**src/core/awd_pkg.sv**
```systemverilog
// shared constants of the acceleration window event detector
// assumes: registers are one aligned 32-bit word each, at 4 x index
package awd_pkg;

  // sample and limit width, two's complement
  localparam int SAMPLE_W = 12;
  localparam int AXES = 3;

  // register indexes; byte address is four times the index
  localparam logic [7:0] IDX_CFG_ONE = 8'h2F;
  localparam logic [7:0] IDX_CFG_TWO = 8'h30;
  localparam logic [7:0] IDX_OUT_DB = 8'h31;
  localparam logic [7:0] IDX_IN_DB = 8'h32;
  localparam logic [7:0] IDX_LOW_LO = 8'h33;
  localparam logic [7:0] IDX_LOW_HI = 8'h34;
  localparam logic [7:0] IDX_UP_LO = 8'h35;
  localparam logic [7:0] IDX_UP_HI = 8'h36;
  localparam logic [7:0] IDX_CTRL = 8'h38;
  localparam logic [7:0] IDX_STATUS = 8'h39;

  // detector_config_two fields
  localparam int C2_ENABLE = 7;
  localparam int C2_REF_FLAG = 6;
  localparam int C2_POLICY = 5;
  localparam int C2_OUT_DEC = 4;
  localparam int C2_IN_DEC = 3;
  localparam int C2_IN_AND = 2;
  localparam int C2_RELATIVE = 1;
  localparam int C2_REF_REQ = 0;

  // detector_config_one fields; axis enables X at the top bit
  localparam int C1_OUT_LATCH = 7;
  localparam int C1_IN_LATCH = 6;
  localparam int C1_OUT_EN_LSB = 3;
  localparam int C1_IN_EN_LSB = 0;

  // control register fields
  localparam int CT_ACTIVE = 0;
  localparam int CT_SLEEP = 1;
  localparam int CT_POWER_LSB = 2;
  localparam int CT_VECTOR = 4;
  localparam int CT_RANGE_LSB = 5;

  // status register fields
  localparam int ST_OUT_FLAG = 0;
  localparam int ST_IN_FLAG = 1;
  localparam int ST_OUT_COND = 2;
  localparam int ST_IN_COND = 3;
  localparam int ST_STRAP = 4;

  // reset values for the two boot strap states
  localparam logic [7:0] RST_CFG_TWO_STRAP0 = 8'h00;
  localparam logic [7:0] RST_CFG_TWO_STRAP1 = 8'hD8;
  localparam logic [7:0] RST_CFG_ONE_STRAP0 = 8'h00;
  localparam logic [7:0] RST_CFG_ONE_STRAP1 = 8'h38;
  localparam logic [7:0] RST_ZERO = 8'h00;

  // ahb transfer type with bit 1 set marks a real transfer
  localparam int HTRANS_REAL = 1;

endpackage : awd_pkg

```
**src/core/awd_debounce.sv**
```systemverilog
// one debounce counter for a window condition
// assumes: step is a one-cycle pulse per counter period, clear overrides
`timescale 1ns/1ns
module awd_debounce
  import awd_pkg::*;
(
  input wire logic clk,
  input wire logic rst_n,
  input wire logic clear,
  input wire logic step,
  input wire logic cond,
  input wire logic [7:0] limit,
  input wire logic dec_mode,
  output logic active,
  output logic [7:0] count
);

  // next count; saturates at the programmed count
  logic [7:0] next_count;

  //////////////////////////////////////////////////////////////////////
  // count up while true, clear or count down while false
  always_comb begin
    next_count = count;
    if (cond) begin
      if (count < limit) begin
        next_count = count + 8'h01; // RULE_22
      end
    end else if (dec_mode && count != 8'h00) begin
      next_count = count - 8'h01; // RULE_12
    end else begin
      next_count = 8'h00; // RULE_11
    end
  end

  //////////////////////////////////////////////////////////////////////
  // counter and recognised condition
  always_ff @(posedge clk or negedge rst_n) begin
    if (!rst_n) begin
      count <= 8'h00;
      active <= 1'b0;
    end else if (clear) begin
      count <= 8'h00; // RULE_09
      active <= 1'b0;
    end else if (step) begin
      count <= next_count;
      if (cond) begin
        // zero count recognises at once; else when the count is reached
        active <= active | (next_count >= limit); // RULE_08 RULE_10
      end else if (dec_mode) begin
        // stays asserted until the count is back at zero
        active <= active & (next_count != 8'h00); // RULE_13
      end else begin
        active <= 1'b0; // RULE_11
      end
    end
  end

  //////////////////////////////////////////////////////////////////////
  // checks
  property p_zero_follows;
    @(posedge clk) disable iff (!rst_n)
      (step && !clear && limit == 8'h00 && !dec_mode) |=> (active == $past(cond));
  endproperty
  a_zero_follows: assert property (p_zero_follows) // RULE_10
    else $error("zero count event does not follow condition");

  property p_hold_count;
    @(posedge clk) disable iff (!rst_n)
      (step && !clear && cond && limit != 8'h00 && count + 8'h01 < limit
       && !active) |=> !active;
  endproperty
  a_hold_count: assert property (p_hold_count) // RULE_08
    else $error("event before debounce count reached");

  property p_dec_keep;
    @(posedge clk) disable iff (!rst_n)
      (step && !clear && !cond && dec_mode && active && count > 8'h01)
      |=> active && count == $past(count) - 8'h01;
  endproperty
  a_dec_keep: assert property (p_dec_keep) // RULE_12
    else $error("decrement mode dropped event early");

  property p_clear_resets;
    @(posedge clk) disable iff (!rst_n)
      clear |=> (count == 8'h00 && !active);
  endproperty
  a_clear_resets: assert property (p_clear_resets) // RULE_09
    else $error("counter not reset on mode change");

endmodule : awd_debounce

```
**src/core/awd_detector.sv**
```systemverilog
// acceleration window event detector with an ahb-lite register slave
// assumes: samples stand valid when SAMPLE_TICK pulses once per counter
// period; the one slave's HREADYOUT is the bus HREADY
//
// How it works
// RULE_01: limits are 12-bit, split low/high byte
// RULE_02: limit counts weigh like sample counts
// RULE_03: outside window event after debounce
// RULE_04: inside window event after own debounce
// RULE_05: software keeps upper above lower limit
// RULE_06: separate outside and inside debounce counts
// RULE_07: counters step once per sample period
// RULE_08: condition true after held debounce count
// RULE_09: power mode changes reset both counters; code resets them only on standby/active changes and on entering sleep
// RULE_10: zero count follows condition directly
// RULE_11: mode bit picks clear or decrement
// RULE_12: decrement mode counts down, event held
// RULE_13: decrement mode drops event at zero
// RULE_14: strap picks config two reset value
// RULE_15: strapped high, software stays low power
// RULE_16: vector magnitude may replace x input
// RULE_17: axis selects independent per event type
// RULE_18: inside axes combine by and or or
// RULE_19: absolute or relative comparison selectable
// RULE_20: latched flags rise on edge, read clears
// RULE_21: relative mode subtracts stored reference
// RULE_22: counter counts up, saturates at count
`timescale 1ns/1ns
module awd_detector
  import awd_pkg::*;
(
  input wire logic SYS_CLK,
  input wire logic RST_N,
  input wire logic HSEL,
  input wire logic [31:0] HADDR,
  input wire logic [1:0] HTRANS,
  input wire logic HWRITE,
  input wire logic [2:0] HSIZE,
  input wire logic [31:0] HWDATA,
  input wire logic HREADY,
  output logic HREADYOUT,
  output logic HRESP,
  output logic [31:0] HRDATA,
  input wire logic BOOT_STRAP_SELECT,
  input wire logic SAMPLE_TICK,
  input wire logic [11:0] X_SAMPLE,
  input wire logic [11:0] Y_SAMPLE,
  input wire logic [11:0] Z_SAMPLE,
  input wire logic [11:0] VECTOR_SAMPLE,
  output logic OUTSIDE_WINDOW_EVENT,
  output logic INSIDE_WINDOW_EVENT
);

  //////////////////////////////////////////////////////////////////////
  // register storage
  logic [7:0] detector_config_one; // axis enables and latching
  logic [7:0] detector_config_two; // enable, modes, reference
  logic [7:0] outside_debounce_count;
  logic [7:0] inside_debounce_count;
  logic [11:0] lower_limit; // both bytes of the lower limit
  logic [11:0] upper_limit; // both bytes of the upper limit
  logic [7:0] control; // operation and power mode
  logic strap; // strap caught after reset release
  logic strap_done; // strap already applied

  // bus phase state
  logic dp_write; // write data phase pending
  logic rd_wait; // first cycle of a read data phase
  logic [7:0] dp_idx; // register index of the data phase
  logic take; // transfer accepted in this address phase
  logic wr_go; // write data stands this cycle
  logic status_rd; // status read clears latched flags

  // detector state
  logic [11:0] ref_sample [AXES]; // stored per-axis reference
  logic [AXES-1:0] out_c; // per-axis outside condition
  logic [AXES-1:0] in_c; // per-axis inside condition
  logic [AXES-1:0] out_en;
  logic [AXES-1:0] in_en;
  logic [11:0] axis_in [AXES]; // comparator inputs, X at top
  logic outside_cond;
  logic inside_cond;
  logic out_active; // debounced outside condition
  logic in_active; // debounced inside condition
  logic out_prev; // for edge detection under latching
  logic in_prev;
  logic out_flag;
  logic in_flag;
  logic prev_active;
  logic prev_sleep;
  logic mode_change; // counter reset on power transitions
  logic det_on; // detector enabled and running
  logic step; // counter period pulse
  logic ref_req; // reference capture requested

  //////////////////////////////////////////////////////////////////////
  // ahb-lite slave: reads take one wait state so the data is registered
  assign take = HSEL && HREADY && HTRANS[HTRANS_REAL];
  assign HREADYOUT = !rd_wait;
  assign HRESP = 1'b0; // always okay, unmapped included
  assign wr_go = dp_write;
  assign status_rd = rd_wait && dp_idx == IDX_STATUS;

  // address phase capture
  always_ff @(posedge SYS_CLK or negedge RST_N) begin
    if (!RST_N) begin
      dp_write <= 1'b0;
      rd_wait <= 1'b0;
      dp_idx <= 8'h00;
    end else begin
      dp_write <= take && HWRITE;
      rd_wait <= take && !HWRITE;
      if (take) begin
        dp_idx <= HADDR[9:2];
      end
    end
  end

  // read data registered at the end of the wait state
  always_ff @(posedge SYS_CLK or negedge RST_N) begin
    if (!RST_N) begin
      HRDATA <= 32'h0000_0000;
    end else if (rd_wait) begin
      unique case (dp_idx)
        IDX_CFG_ONE: HRDATA <= {24'h000000, detector_config_one};
        IDX_CFG_TWO: HRDATA <= {24'h000000, detector_config_two};
        IDX_OUT_DB: HRDATA <= {24'h000000, outside_debounce_count};
        IDX_IN_DB: HRDATA <= {24'h000000, inside_debounce_count};
        IDX_LOW_LO: HRDATA <= {24'h000000, lower_limit[7:0]}; // RULE_01
        IDX_LOW_HI: HRDATA <= {28'h0000000, lower_limit[11:8]};
        IDX_UP_LO: HRDATA <= {24'h000000, upper_limit[7:0]};
        IDX_UP_HI: HRDATA <= {28'h0000000, upper_limit[11:8]};
        IDX_CTRL: HRDATA <= {24'h000000, control};
        IDX_STATUS: HRDATA <= {27'h0000000, strap, in_active,
                               out_active, in_flag, out_flag};
        default: HRDATA <= 32'h0000_0000; // unmapped reads zero
      endcase
    end
  end

  //////////////////////////////////////////////////////////////////////
  // strap capture and configuration registers; strap values load on
  // the first clock after release, never under the reset itself
  always_ff @(posedge SYS_CLK or negedge RST_N) begin
    if (!RST_N) begin
      strap <= 1'b0;
      strap_done <= 1'b0;
      detector_config_one <= RST_CFG_ONE_STRAP0;
      detector_config_two <= RST_CFG_TWO_STRAP0;
    end else if (!strap_done) begin
      strap <= BOOT_STRAP_SELECT;
      strap_done <= 1'b1;
      // RULE_14
      detector_config_two <= BOOT_STRAP_SELECT ? RST_CFG_TWO_STRAP1
                                               : RST_CFG_TWO_STRAP0;
      detector_config_one <= BOOT_STRAP_SELECT ? RST_CFG_ONE_STRAP1
                                               : RST_CFG_ONE_STRAP0;
    end else begin
      if (wr_go && dp_idx == IDX_CFG_ONE) begin
        detector_config_one <= HWDATA[7:0]; // RULE_17
      end
      if (wr_go && dp_idx == IDX_CFG_TWO) begin
        detector_config_two <= HWDATA[7:0]; // RULE_11 RULE_19
        detector_config_two[C2_REF_REQ] <= 1'b0; // request is a pulse
      end
      // capture sets the flag and wins over a write in the same cycle
      if (ref_req) begin
        detector_config_two[C2_REF_FLAG] <= 1'b1;
      end
    end
  end

  assign ref_req = wr_go && dp_idx == IDX_CFG_TWO && HWDATA[C2_REF_REQ]
                   && strap_done;

  // limits and counts change only in standby, so a live run never sees
  // a half-written limit
  always_ff @(posedge SYS_CLK or negedge RST_N) begin
    if (!RST_N) begin
      outside_debounce_count <= RST_ZERO;
      inside_debounce_count <= RST_ZERO;
      lower_limit <= 12'h000;
      upper_limit <= 12'h000;
    end else if (wr_go && !control[CT_ACTIVE]) begin
      unique case (dp_idx)
        IDX_OUT_DB: outside_debounce_count <= HWDATA[7:0]; // RULE_06
        IDX_IN_DB: inside_debounce_count <= HWDATA[7:0]; // RULE_06
        IDX_LOW_LO: lower_limit[7:0] <= HWDATA[7:0]; // RULE_01
        IDX_LOW_HI: lower_limit[11:8] <= HWDATA[3:0]; // RULE_01
        IDX_UP_LO: upper_limit[7:0] <= HWDATA[7:0]; // RULE_01
        IDX_UP_HI: upper_limit[11:8] <= HWDATA[3:0]; // RULE_01
        default: ;
      endcase
    end
  end

  // control: active, sleep, power mode, vector select, range
  always_ff @(posedge SYS_CLK or negedge RST_N) begin
    if (!RST_N) begin
      control <= RST_ZERO;
    end else if (wr_go && dp_idx == IDX_CTRL) begin
      control <= HWDATA[7:0];
    end
  end

  //////////////////////////////////////////////////////////////////////
  // power transitions: standby/active either way, or entering sleep
  always_ff @(posedge SYS_CLK or negedge RST_N) begin
    if (!RST_N) begin
      prev_active <= 1'b0;
      prev_sleep <= 1'b0;
    end else begin
      prev_active <= control[CT_ACTIVE];
      prev_sleep <= control[CT_SLEEP];
    end
  end

  assign mode_change = (control[CT_ACTIVE] != prev_active)
                       || (control[CT_SLEEP] && !prev_sleep); // RULE_09
  assign det_on = detector_config_two[C2_ENABLE] && control[CT_ACTIVE];
  // tick: one output sample period, or measurement plus idle (flexible)
  assign step = det_on && SAMPLE_TICK; // RULE_07

  //////////////////////////////////////////////////////////////////////
  // comparator per axis; the limit count has the sample's own weight,
  // so the range setting needs no scaling here
  assign axis_in[2] = control[CT_VECTOR] ? VECTOR_SAMPLE
                                         : X_SAMPLE; // RULE_16
  assign axis_in[1] = Y_SAMPLE;
  assign axis_in[0] = Z_SAMPLE;
  assign out_en = detector_config_one[C1_OUT_EN_LSB +: AXES];
  assign in_en = detector_config_one[C1_IN_EN_LSB +: AXES];

  genvar gi;
  generate
    for (gi = 0; gi < AXES; gi++) begin : g_axis
      logic signed [12:0] value; // widened so the difference cannot wrap
      // reference capture on request
      always_ff @(posedge SYS_CLK or negedge RST_N) begin
        if (!RST_N) begin
          ref_sample[gi] <= 12'h000;
        end else if (ref_req) begin
          ref_sample[gi] <= axis_in[gi]; // RULE_21
        end
      end
      always_comb begin
        if (detector_config_two[C2_RELATIVE]) begin
          value = $signed({axis_in[gi][11], axis_in[gi]})
                  - $signed({ref_sample[gi][11], ref_sample[gi]}); // RULE_21
        end else begin
          value = $signed({axis_in[gi][11], axis_in[gi]}); // RULE_19
        end
      end
      // upper above lower is the writer's job; nothing guards it
      assign out_c[gi] = value > $signed({upper_limit[11], upper_limit})
        || value < $signed({lower_limit[11], lower_limit}); // RULE_03 RULE_02
      assign in_c[gi] = !out_c[gi]; // RULE_04
    end
  endgenerate

  // outside: any enabled axis; inside: and/or over enabled axes
  assign outside_cond = |(out_c & out_en); // RULE_03 RULE_17
  assign inside_cond = detector_config_two[C2_IN_AND]
                       ? (&(in_c | ~in_en)) && (|in_en)
                       : |(in_c & in_en); // RULE_18 RULE_04

  //////////////////////////////////////////////////////////////////////
  // two independent debounce counters
  awd_debounce u_out_db (
    .clk(SYS_CLK),
    .rst_n(RST_N),
    .clear(mode_change || !detector_config_two[C2_ENABLE]),
    .step(step),
    .cond(outside_cond),
    .limit(outside_debounce_count),
    .dec_mode(detector_config_two[C2_OUT_DEC]),
    .active(out_active),
    .count()
  );

  awd_debounce u_in_db (
    .clk(SYS_CLK),
    .rst_n(RST_N),
    .clear(mode_change || !detector_config_two[C2_ENABLE]),
    .step(step),
    .cond(inside_cond),
    .limit(inside_debounce_count),
    .dec_mode(detector_config_two[C2_IN_DEC]),
    .active(in_active),
    .count()
  );

  //////////////////////////////////////////////////////////////////////
  // event flags: real time, or latched on a rising edge until the
  // status read; a new edge in the read cycle wins over the clear
  always_ff @(posedge SYS_CLK or negedge RST_N) begin
    if (!RST_N) begin
      out_prev <= 1'b0;
      in_prev <= 1'b0;
      out_flag <= 1'b0;
      in_flag <= 1'b0;
    end else begin
      out_prev <= out_active;
      in_prev <= in_active;
      if (!detector_config_one[C1_OUT_LATCH]) begin
        out_flag <= out_active;
      end else if (out_active && !out_prev) begin
        out_flag <= 1'b1; // RULE_20
      end else if (status_rd) begin
        out_flag <= 1'b0; // RULE_20
      end
      if (!detector_config_one[C1_IN_LATCH]) begin
        in_flag <= in_active;
      end else if (in_active && !in_prev) begin
        in_flag <= 1'b1; // RULE_20
      end else if (status_rd) begin
        in_flag <= 1'b0; // RULE_20
      end
    end
  end

  assign OUTSIDE_WINDOW_EVENT = out_flag;
  assign INSIDE_WINDOW_EVENT = in_flag;

  //////////////////////////////////////////////////////////////////////
  // checks
  property p_bus_okay;
    @(posedge SYS_CLK) disable iff (!RST_N)
      (take && !HWRITE) |=> !HREADYOUT ##1 HREADYOUT && !HRESP;
  endproperty
  a_bus_okay: assert property (p_bus_okay)
    else $error("read answer not after one wait state");

  property p_strap_reset;
    @(posedge SYS_CLK) disable iff (!RST_N)
      (!strap_done && BOOT_STRAP_SELECT) |=>
        detector_config_two == RST_CFG_TWO_STRAP1; // RULE_14
  endproperty
  a_strap_reset: assert property (p_strap_reset) // RULE_14
    else $error("strap reset value wrong");

  property p_latch_hold;
    @(posedge SYS_CLK) disable iff (!RST_N)
      (out_flag && detector_config_one[C1_OUT_LATCH] && !status_rd
       && $stable(detector_config_one)) |=> out_flag;
  endproperty
  a_latch_hold: assert property (p_latch_hold) // RULE_20
    else $error("latched flag dropped without status read");

  property p_standby_write;
    @(posedge SYS_CLK) disable iff (!RST_N)
      (wr_go && control[CT_ACTIVE] && dp_idx == IDX_UP_LO)
      |=> $stable(upper_limit); // RULE_01
  endproperty
  a_standby_write: assert property (p_standby_write) // RULE_01
    else $error("limit written while active");

  property p_mode_reset;
    @(posedge SYS_CLK) disable iff (!RST_N)
      (mode_change && !control[CT_ACTIVE]) |=> !out_active && !in_active;
  endproperty
  a_mode_reset: assert property (p_mode_reset) // RULE_09
    else $error("counters survived a mode change");

endmodule : awd_detector

```
**config.mk**
```make
export PLATFORM = sky130hd
export DESIGN_NAME = awd_detector
export DESIGN_NICKNAME = d
export VERILOG_FILES = /design/src/core/awd_pkg.sv /design/src/core/awd_debounce.sv /design/src/core/awd_detector.sv
export SDC_FILE = /design/constraint.sdc
export NUM_CORES = 1
export LEC_CHECK = 0
export ABC_CLOCK_PERIOD_IN_PS = 17200
export BUFFER_PORTS_ARGS = -buffer_cell sky130_fd_sc_hd__clkbuf_2
export CORE_MARGIN = 3
export CORE_UTILIZATION = 64
export DETAILED_ROUTE_END_ITERATION = 8
export PLACE_DENSITY = 0.85
export RECOVER_POWER = 50
export SYNTH_ARGS = -nofsm -noshare
export SYNTH_HDL_FRONTEND = slang
export SYNTH_SLANG_ARGS = --single-unit
```
**constraint.sdc**
```tcl
create_clock -name SYS_CLK -period 17.2 [get_ports SYS_CLK]
set_clock_uncertainty 0.05 [all_clocks]
set_input_delay 3.44 -clock SYS_CLK [delete_from_list [all_inputs] [get_ports SYS_CLK]]
set_output_delay 3.44 -clock SYS_CLK [all_outputs]
set_load 0.005 [all_outputs]
```
Yosys cells after proc, flatten, opt, wreduce, memory -nomap -nowiden --
Cells that the tools add are included.
Operators by class: equality and inequality tests 16, reductions and logical operators 49, bitwise operators 8, magnitude comparators 10, muxes and demuxes 36, add/subtract/negate cells 7
Operator list (number):
- 8-bit two-way mux | 15
- 8-bit by 6-bit == test with 1-bit output, second input constant | 10
- 8-bit one-hot mux with 10 select lines | 1
- 13-bit by 12-bit > comparator with 1-bit output | 3
- 13-bit by 12-bit less-than comparator with 1-bit output | 3
- 13-bit two-way mux | 3
- 12-bit by 12-bit subtractor with 13-bit output | 3
- 8-bit nonzero test | 4
- 1-bit logical AND | 19
- 8-bit by 1-bit adder with 8-bit output, second input constant | 2
- 8-bit greater-or-equal comparator | 2
- 8-bit less-than comparator | 2
- 8-bit by 1-bit subtractor with 8-bit output, second input constant | 2
- 1-bit two-way mux | 15
- 12-bit two-way mux | 1
- 2-bit AND reduction | 6
- 1-bit zero test | 10
- 3-bit by 1-bit inequality test with 1-bit output, second input constant | 3
- 3-bit OR reduction | 3
- 3-bit AND | 2
- 6-bit two-way mux | 1
- 1-bit logical OR | 5
- 2-bit by 1-bit inequality test with 1-bit output, second input constant | 2
- 3-bit NOT | 1
- 6 further kinds | 8
Storage, ports and cells: bits of input ports 124, output and inout port bits 36, logic and storage cells 155, register bits after elaboration 168

Logic depth before layout (Yosys ltp) --
word-level depth 17, gate-level depth with buffers 37

Hierarchy --
A second synthesis with hierarchy kept.
Unflattened totals: cell total of the unflattened synthesis 1317, area total of the unflattened synthesis 11772.5 um2
Modules (own cells, without submodules):
- awd_detector | times used 1, cells an instance 1019, area an instance 9325.2 um2
- awd_debounce | times used 2, cells an instance 149, area an instance 1223.7 um2

Least setup slack after synthesis --
OpenSTA, ideal clock, no wires.
kind input-to-reg, start in VECTOR_SAMPLE[0], end reg u_in_db.active, buffers on the path 1, stages 35, data required time 17.017 ns, path slack 7.103 ns, arrival 9.914 ns, library setup time 0.133 ns, cells stage by stage mux2_2 -> inv_1 -> ha_1 -> fa_1 -> nor2b_1 -> o21ai_0 -> a21oi_1 -> o21a_1 -> o21ai_0 -> a21boi_0 -> o21ai_0 -> a21boi_0 -> or4b_2 -> a31oi_1 -> ha_1 -> nand4_2 -> nor4_1 -> a31oi_1 -> and3_4 -> or4b_1 -> a31oi_1 -> nor2_2 -> buf_2 -> a31oi_1 -> ha_1 -> nand2b_1 -> a21o_1 -> a21o_1 -> a21o_1 -> a21o_1 -> a21o_1 -> a21o_1 -> a21o_1 -> a21oi_1 -> nor3_1
Between the ends: longest elaborated chain between the ends 17, elaborated cells between the ends (all ways) 22, those cells by class add/sub: 1; order compare: 3; mux: 8; bitwise: 4; reduce/logical: 6
Ends and longest elaborated chain:
- start: declaration | line awd_detector.sv:49 | input wire logic [11:0] VECTOR_SAMPLE,
- 12-bit two-way mux * | line awd_detector.sv:227 | assign axis_in[2] = control[CT_VECTOR] ? VECTOR_SAMPLE
- 12-bit by 12-bit subtractor with 13-bit output | line awd_detector.sv:249 | - $signed({ref_sample[gi][11], ref_sample[gi]});
- 13-bit two-way mux * | line awd_detector.sv:247 | if (detector_config_two[C2_RELATIVE]) begin
- 13-bit by 12-bit > comparator with 1-bit output or 13-bit by 12-bit less-than comparator with 1-bit output (tied branches) | line awd_detector.sv:255, awd_detector.sv:256
- 1-bit logical OR * | line awd_detector.sv:256 | || value < $signed({lower_limit[11], lower_limit});
- 1-bit zero test * | line awd_detector.sv:257 | assign in_c[gi] = !out_c[gi];
- 3-bit OR | line awd_detector.sv:264 | ? (&(in_c | ~in_en)) && (|in_en)
- 3-bit AND reduction | line awd_detector.sv:264
- 1-bit logical AND | line awd_detector.sv:264
- 1-bit two-way mux * | line awd_detector.sv:264
- branches (longest 4 deep; another with 8-bit greater-or-equal comparator)
- 1-bit two-way mux * | line awd_debounce.sv:47 | if (cond) begin
- 1-bit two-way mux * | line awd_debounce.sv:45 | end else if (step) begin
- 1-bit two-way mux * | line awd_debounce.sv:42 | end else if (clear) begin
- end signal: assignment | line awd_debounce.sv:49 | active <= active | (next_count >= limit);
- end signal: assignment | line awd_debounce.sv:52 | active <= active & (next_count != 8'h00);
- end: declaration | line awd_debounce.sv:14 | output logic active,
Mark *: on every way between the ends. The select of a mux whose other input is x is not followed. A chain may end at the register's enable or synchronous reset.

Final worst setup path --
start in X_SAMPLE[0], end reg u_out_db.active
Between the ends: longest elaborated chain between the ends 14, elaborated cells between the ends (all ways) 17, those cells by class add/sub: 1; order compare: 3; mux: 7; bitwise: 3; reduce/logical: 3
Ends and longest elaborated chain:
- start: declaration | line awd_detector.sv:46 | input wire logic [11:0] X_SAMPLE,
- 12-bit two-way mux * | line awd_detector.sv:227
- 12-bit by 12-bit subtractor with 13-bit output | line awd_detector.sv:249
- 13-bit two-way mux * | line awd_detector.sv:247
- 13-bit by 12-bit > comparator with 1-bit output or 13-bit by 12-bit less-than comparator with 1-bit output (tied branches) | line awd_detector.sv:255, awd_detector.sv:256
- 1-bit logical OR * | line awd_detector.sv:256
- 3-bit AND * | line awd_detector.sv:262 | assign outside_cond = |(out_c & out_en);
- 3-bit OR reduction * | line awd_detector.sv:262
- branches (longest 4 deep; another with 8-bit greater-or-equal comparator)
- 1-bit two-way mux * | line awd_debounce.sv:47
- 1-bit two-way mux * | line awd_debounce.sv:45
- 1-bit two-way mux * | line awd_debounce.sv:42
- end signal: assignment | line awd_debounce.sv:49
- end signal: assignment | line awd_debounce.sv:52
- end: declaration | line awd_debounce.sv:14
Marks and branches as above.

==> flow_summary.yaml <==
routing:
  drc: 0
  vias: 10300
  ant_nets: 0
  wl_per_cell_um: 18.6
  dr.pass1.iters: 6
  drtIter0Drc: 938
  wl_um: 30600
  viasPerCell: 6.27
yosys:
  synth_largest_area_cell: "dfrtp_1"
  async_flop_share_pct: 100
  synth_top_area_share_pct: 30.7
  ys_types: 75
  syn_area_mm2: 0.0117
  synth_flop_cell: "dfrtp_1"
  synth_area_leaders: "dfrtp_1, ha_1, mux2_2"
  yosysWarnings: 0
  synthCells: 1351
  syn_area_per_cell_um2: 8.64
  yosysSeqAreaShare_pct: 30.7
  ys_ff_latch: 143
  synth_edf_count: 0
timing:
  setup_viol: 0
  fin_crit_sh_pct: 64.7
  finalHoldViolCount: 0
  fmax_ghz: 0.0899
  worst_slew_pin_slew_ns: 5.06
  period_needed_ns: 11.12
  relSlewSlack_pct: -237
  slew_viol_final: 92
  setup_tns_ns: 0
  rsz0062_at_grt: "no"
grt:
  grt_start_max_net_pins: 92
  grt_pass1_wl_um: 49600
  antenna_found_initial: 0
  grt_overflow_total: 0
  grt_pass1_vias: 9987
  track_usage_pct: 30.9
floorplan:
  core.rowCount: 48
  die_h_um: 141
  start_util_pct: 66.3
  core-area_mm2: 0.0176
  die_area_mm2: 0.0199
  pin_count: 160
  die_x_um: 141
flow_run:
  max_cap_violations: 1
critical_path:
  critPathRequiredTime_ns: 17.46
  crit_path_max_fanout: 18
  slowest_stage: "a221o_1"
  max_stage_delay_ns: 0.68
  worstSetupPathDepth: 36
  cp_common_cell: "o21ai_0"
  end_kind: "register"
  path_class: "in -> reg"
  path_delay_family: "compound AO/OA/AOI/OAI gates"
  crit_buf_inv: 3
  critPathArrivalTime_ns: 11.38
  critPathLaunchType: "primary input"
  ff2ff_path_depth: 35
final_layout:
  final_core_utilization_pct: 71.8
  layout.cells.non_filler: 1645
  drive_gt1_share_pct: 12.8
  synthToLayoutAreaGrowth_pct: 8.20
  final_nets: 1682
  diodes: 0
power:
  p_leak_nw: 6.34
  peakVddDrop_v: 0.0000774
  p_per_area_mw_per_mm2: 70.5
cts:
  cts_setup_buffers: 0
  cts_resized: 0
  cts_max_path_buffers: 2
  clk_pin_slew_ns: 0.06
  root_buffer: "clkbuf_16"
  htreeDepth: 4
  insertion_delay_ns: 0.43
  cts_tree: "yes"
  cts_made_buffers: 17
  clock_sinks: 143
  postCtsHoldBufs: 0
status:
  status: "finished with violations"
  violations: "capacitance limit, slew limit"
min_path:
  hold_depth: 0
  hp-class: "reg -> reg"
place:
  dpl.hpwl_um: 22500
  finalWeightedCongestion: 0.957
  dp.cells: 1613
  portBuffers: 82
worst paths after layout:
| path | start | end | slack (ns) |
|---|---|---|---|
| setup / recovery | X_SAMPLE[0] | u_out_db.active | 6.08 |
| hold / removal | control[1] | prev_sleep | 0.41 |
| setup reg to reg | control[4] | u_out_db.active | 8.15 |
| hold reg to reg | control[1] | prev_sleep | 0.41 |
| max in group asynchronous | RST_N | detector_config_one[5] | 9.44 |
| min in group asynchronous | RST_N | control[4] | 4.77 |
sequential cells by signal (all words and copies together) (netlist names), 7 cells and up:
signal and count:
u_out_db.count 8, HRDATA 8, dp_idx 8, upper_limit 12
lower_limit 12, detector_config_one 8, inside_debounce_count 8, control 8
outside_debounce_count 8, u_in_db.count 8, ref_sample 36, detector_config_two 7
routing by layer:
| metal | up-vias | GRT usage (%) | routed length [um] |
|---|---|---|---|
| met1 | 4887 | 41.1 | 13000 |
| met5 | - | 0 | 0 |
| met4 | 0 | 12.9 | 1120 |
| met3 | 85 | 7.06 | 2590 |
| li1 | 4878 | - | - |
| met2 | 471 | 48.9 | 13900 |
cell usage in the layout, fill, tap and decap left out, types with 6 or more instances in the layout:
cell type and instances:
nand2_1 162, nand4_1 10, dfrtp_1 143, clkbuf_2 72
a221oi_1 8, clkbuf_16 17, and3_1 14, nor3_1 27
ha_1 148, buf_4 6, a21boi_0 22, inv_1 119
clkbuf_1 13, nor2_1 84, o21ai_0 97, mux2_2 59
o31ai_1 10, nand3_1 30, nand3b_1 7, nor2b_1 21
a21oi_1 67, o211ai_1 10, mux2i_1 27, o41ai_1 6
a21o_1 31, nand2b_1 17, o21a_1 6, a22oi_1 6
conb_1 26, a31oi_1 22, a211oi_1 11, xnor2_1 19
stage by stage:
stage | worst slack, ns | hold slack, ns | instance area (um^2) | power (W)
2_1_floorplan | 7.10 | 0.340 | 11800 | 0.000492
3_3_place_gp | 6.09 | 0.367 | 12100 | 0.000538
3_5_place_dp | 5.81 | 0.383 | 12100 | 0.000546
4_1_cts | 6.26 | 0.410 | 12700 | 0.000891
5_1_grt | 5.42 | 0.422 | 12600 | 0.000932
6_report | 6.08 | 0.405 | 12600 | 0.000891
layout make-up:
class,count,area (um^2)
Tap cell,225,282
Multi-Input combinational cell,1037,7330
Inverter,119,447
Timing Repair Buffer,89,447
Clock buffer,21,460
Clock inverter,11,82.6
Fill cell,1353,4970
Sequential cell,143,3580
cell usage after synthesis, types with 5 or more instances:
master / number
nand2_1: 162
ha_1: 148
dfrtp_1: 143
inv_1: 119
o21ai_0: 97
nor2_1: 84
a21oi_1: 67
mux2_2: 59
clkbuf_1: 36
a21o_1: 31
nand3_1: 30
mux2i_1: 27
nor3_1: 27
buf_4: 26
a21boi_0: 22
a31oi_1: 22
nor2b_1: 21
xnor2_1: 19
nand2b_1: 17
and3_1: 15
a211oi_1: 11
nand4_1: 10
o211ai_1: 10
o31ai_1: 10
a221oi_1: 8
buf_1: 8
nand3b_1: 7
a22oi_1: 6
o21a_1: 6
o41ai_1: 6
a311oi_1: 5
and4_1: 5
or3_1: 5
power by group:
group,switching [W],internal [W],total (W)
clock network,0.000152,0.000194,0.000346
logic,0.000102,0.0000715,0.000174
registers,0.0000192,0.000352,0.000371
cells by family (layout without fill, tap and decap cells):
group	after synthesis	after routing	share of synthesized area, %
AO/OA/AOI/OAI	340	340	18.9
buffers and inverters	195	240	7.30
AND/OR/NAND/NOR	409	409	16.6
other	2	26	0.0644
XOR/XNOR	23	23	1.73
adder cells (fa/ha/maj)	151	151	16.4
multiplexers	88	88	8.40
flip-flops	143	143	30.7
(Power assumes the default switching activity.)
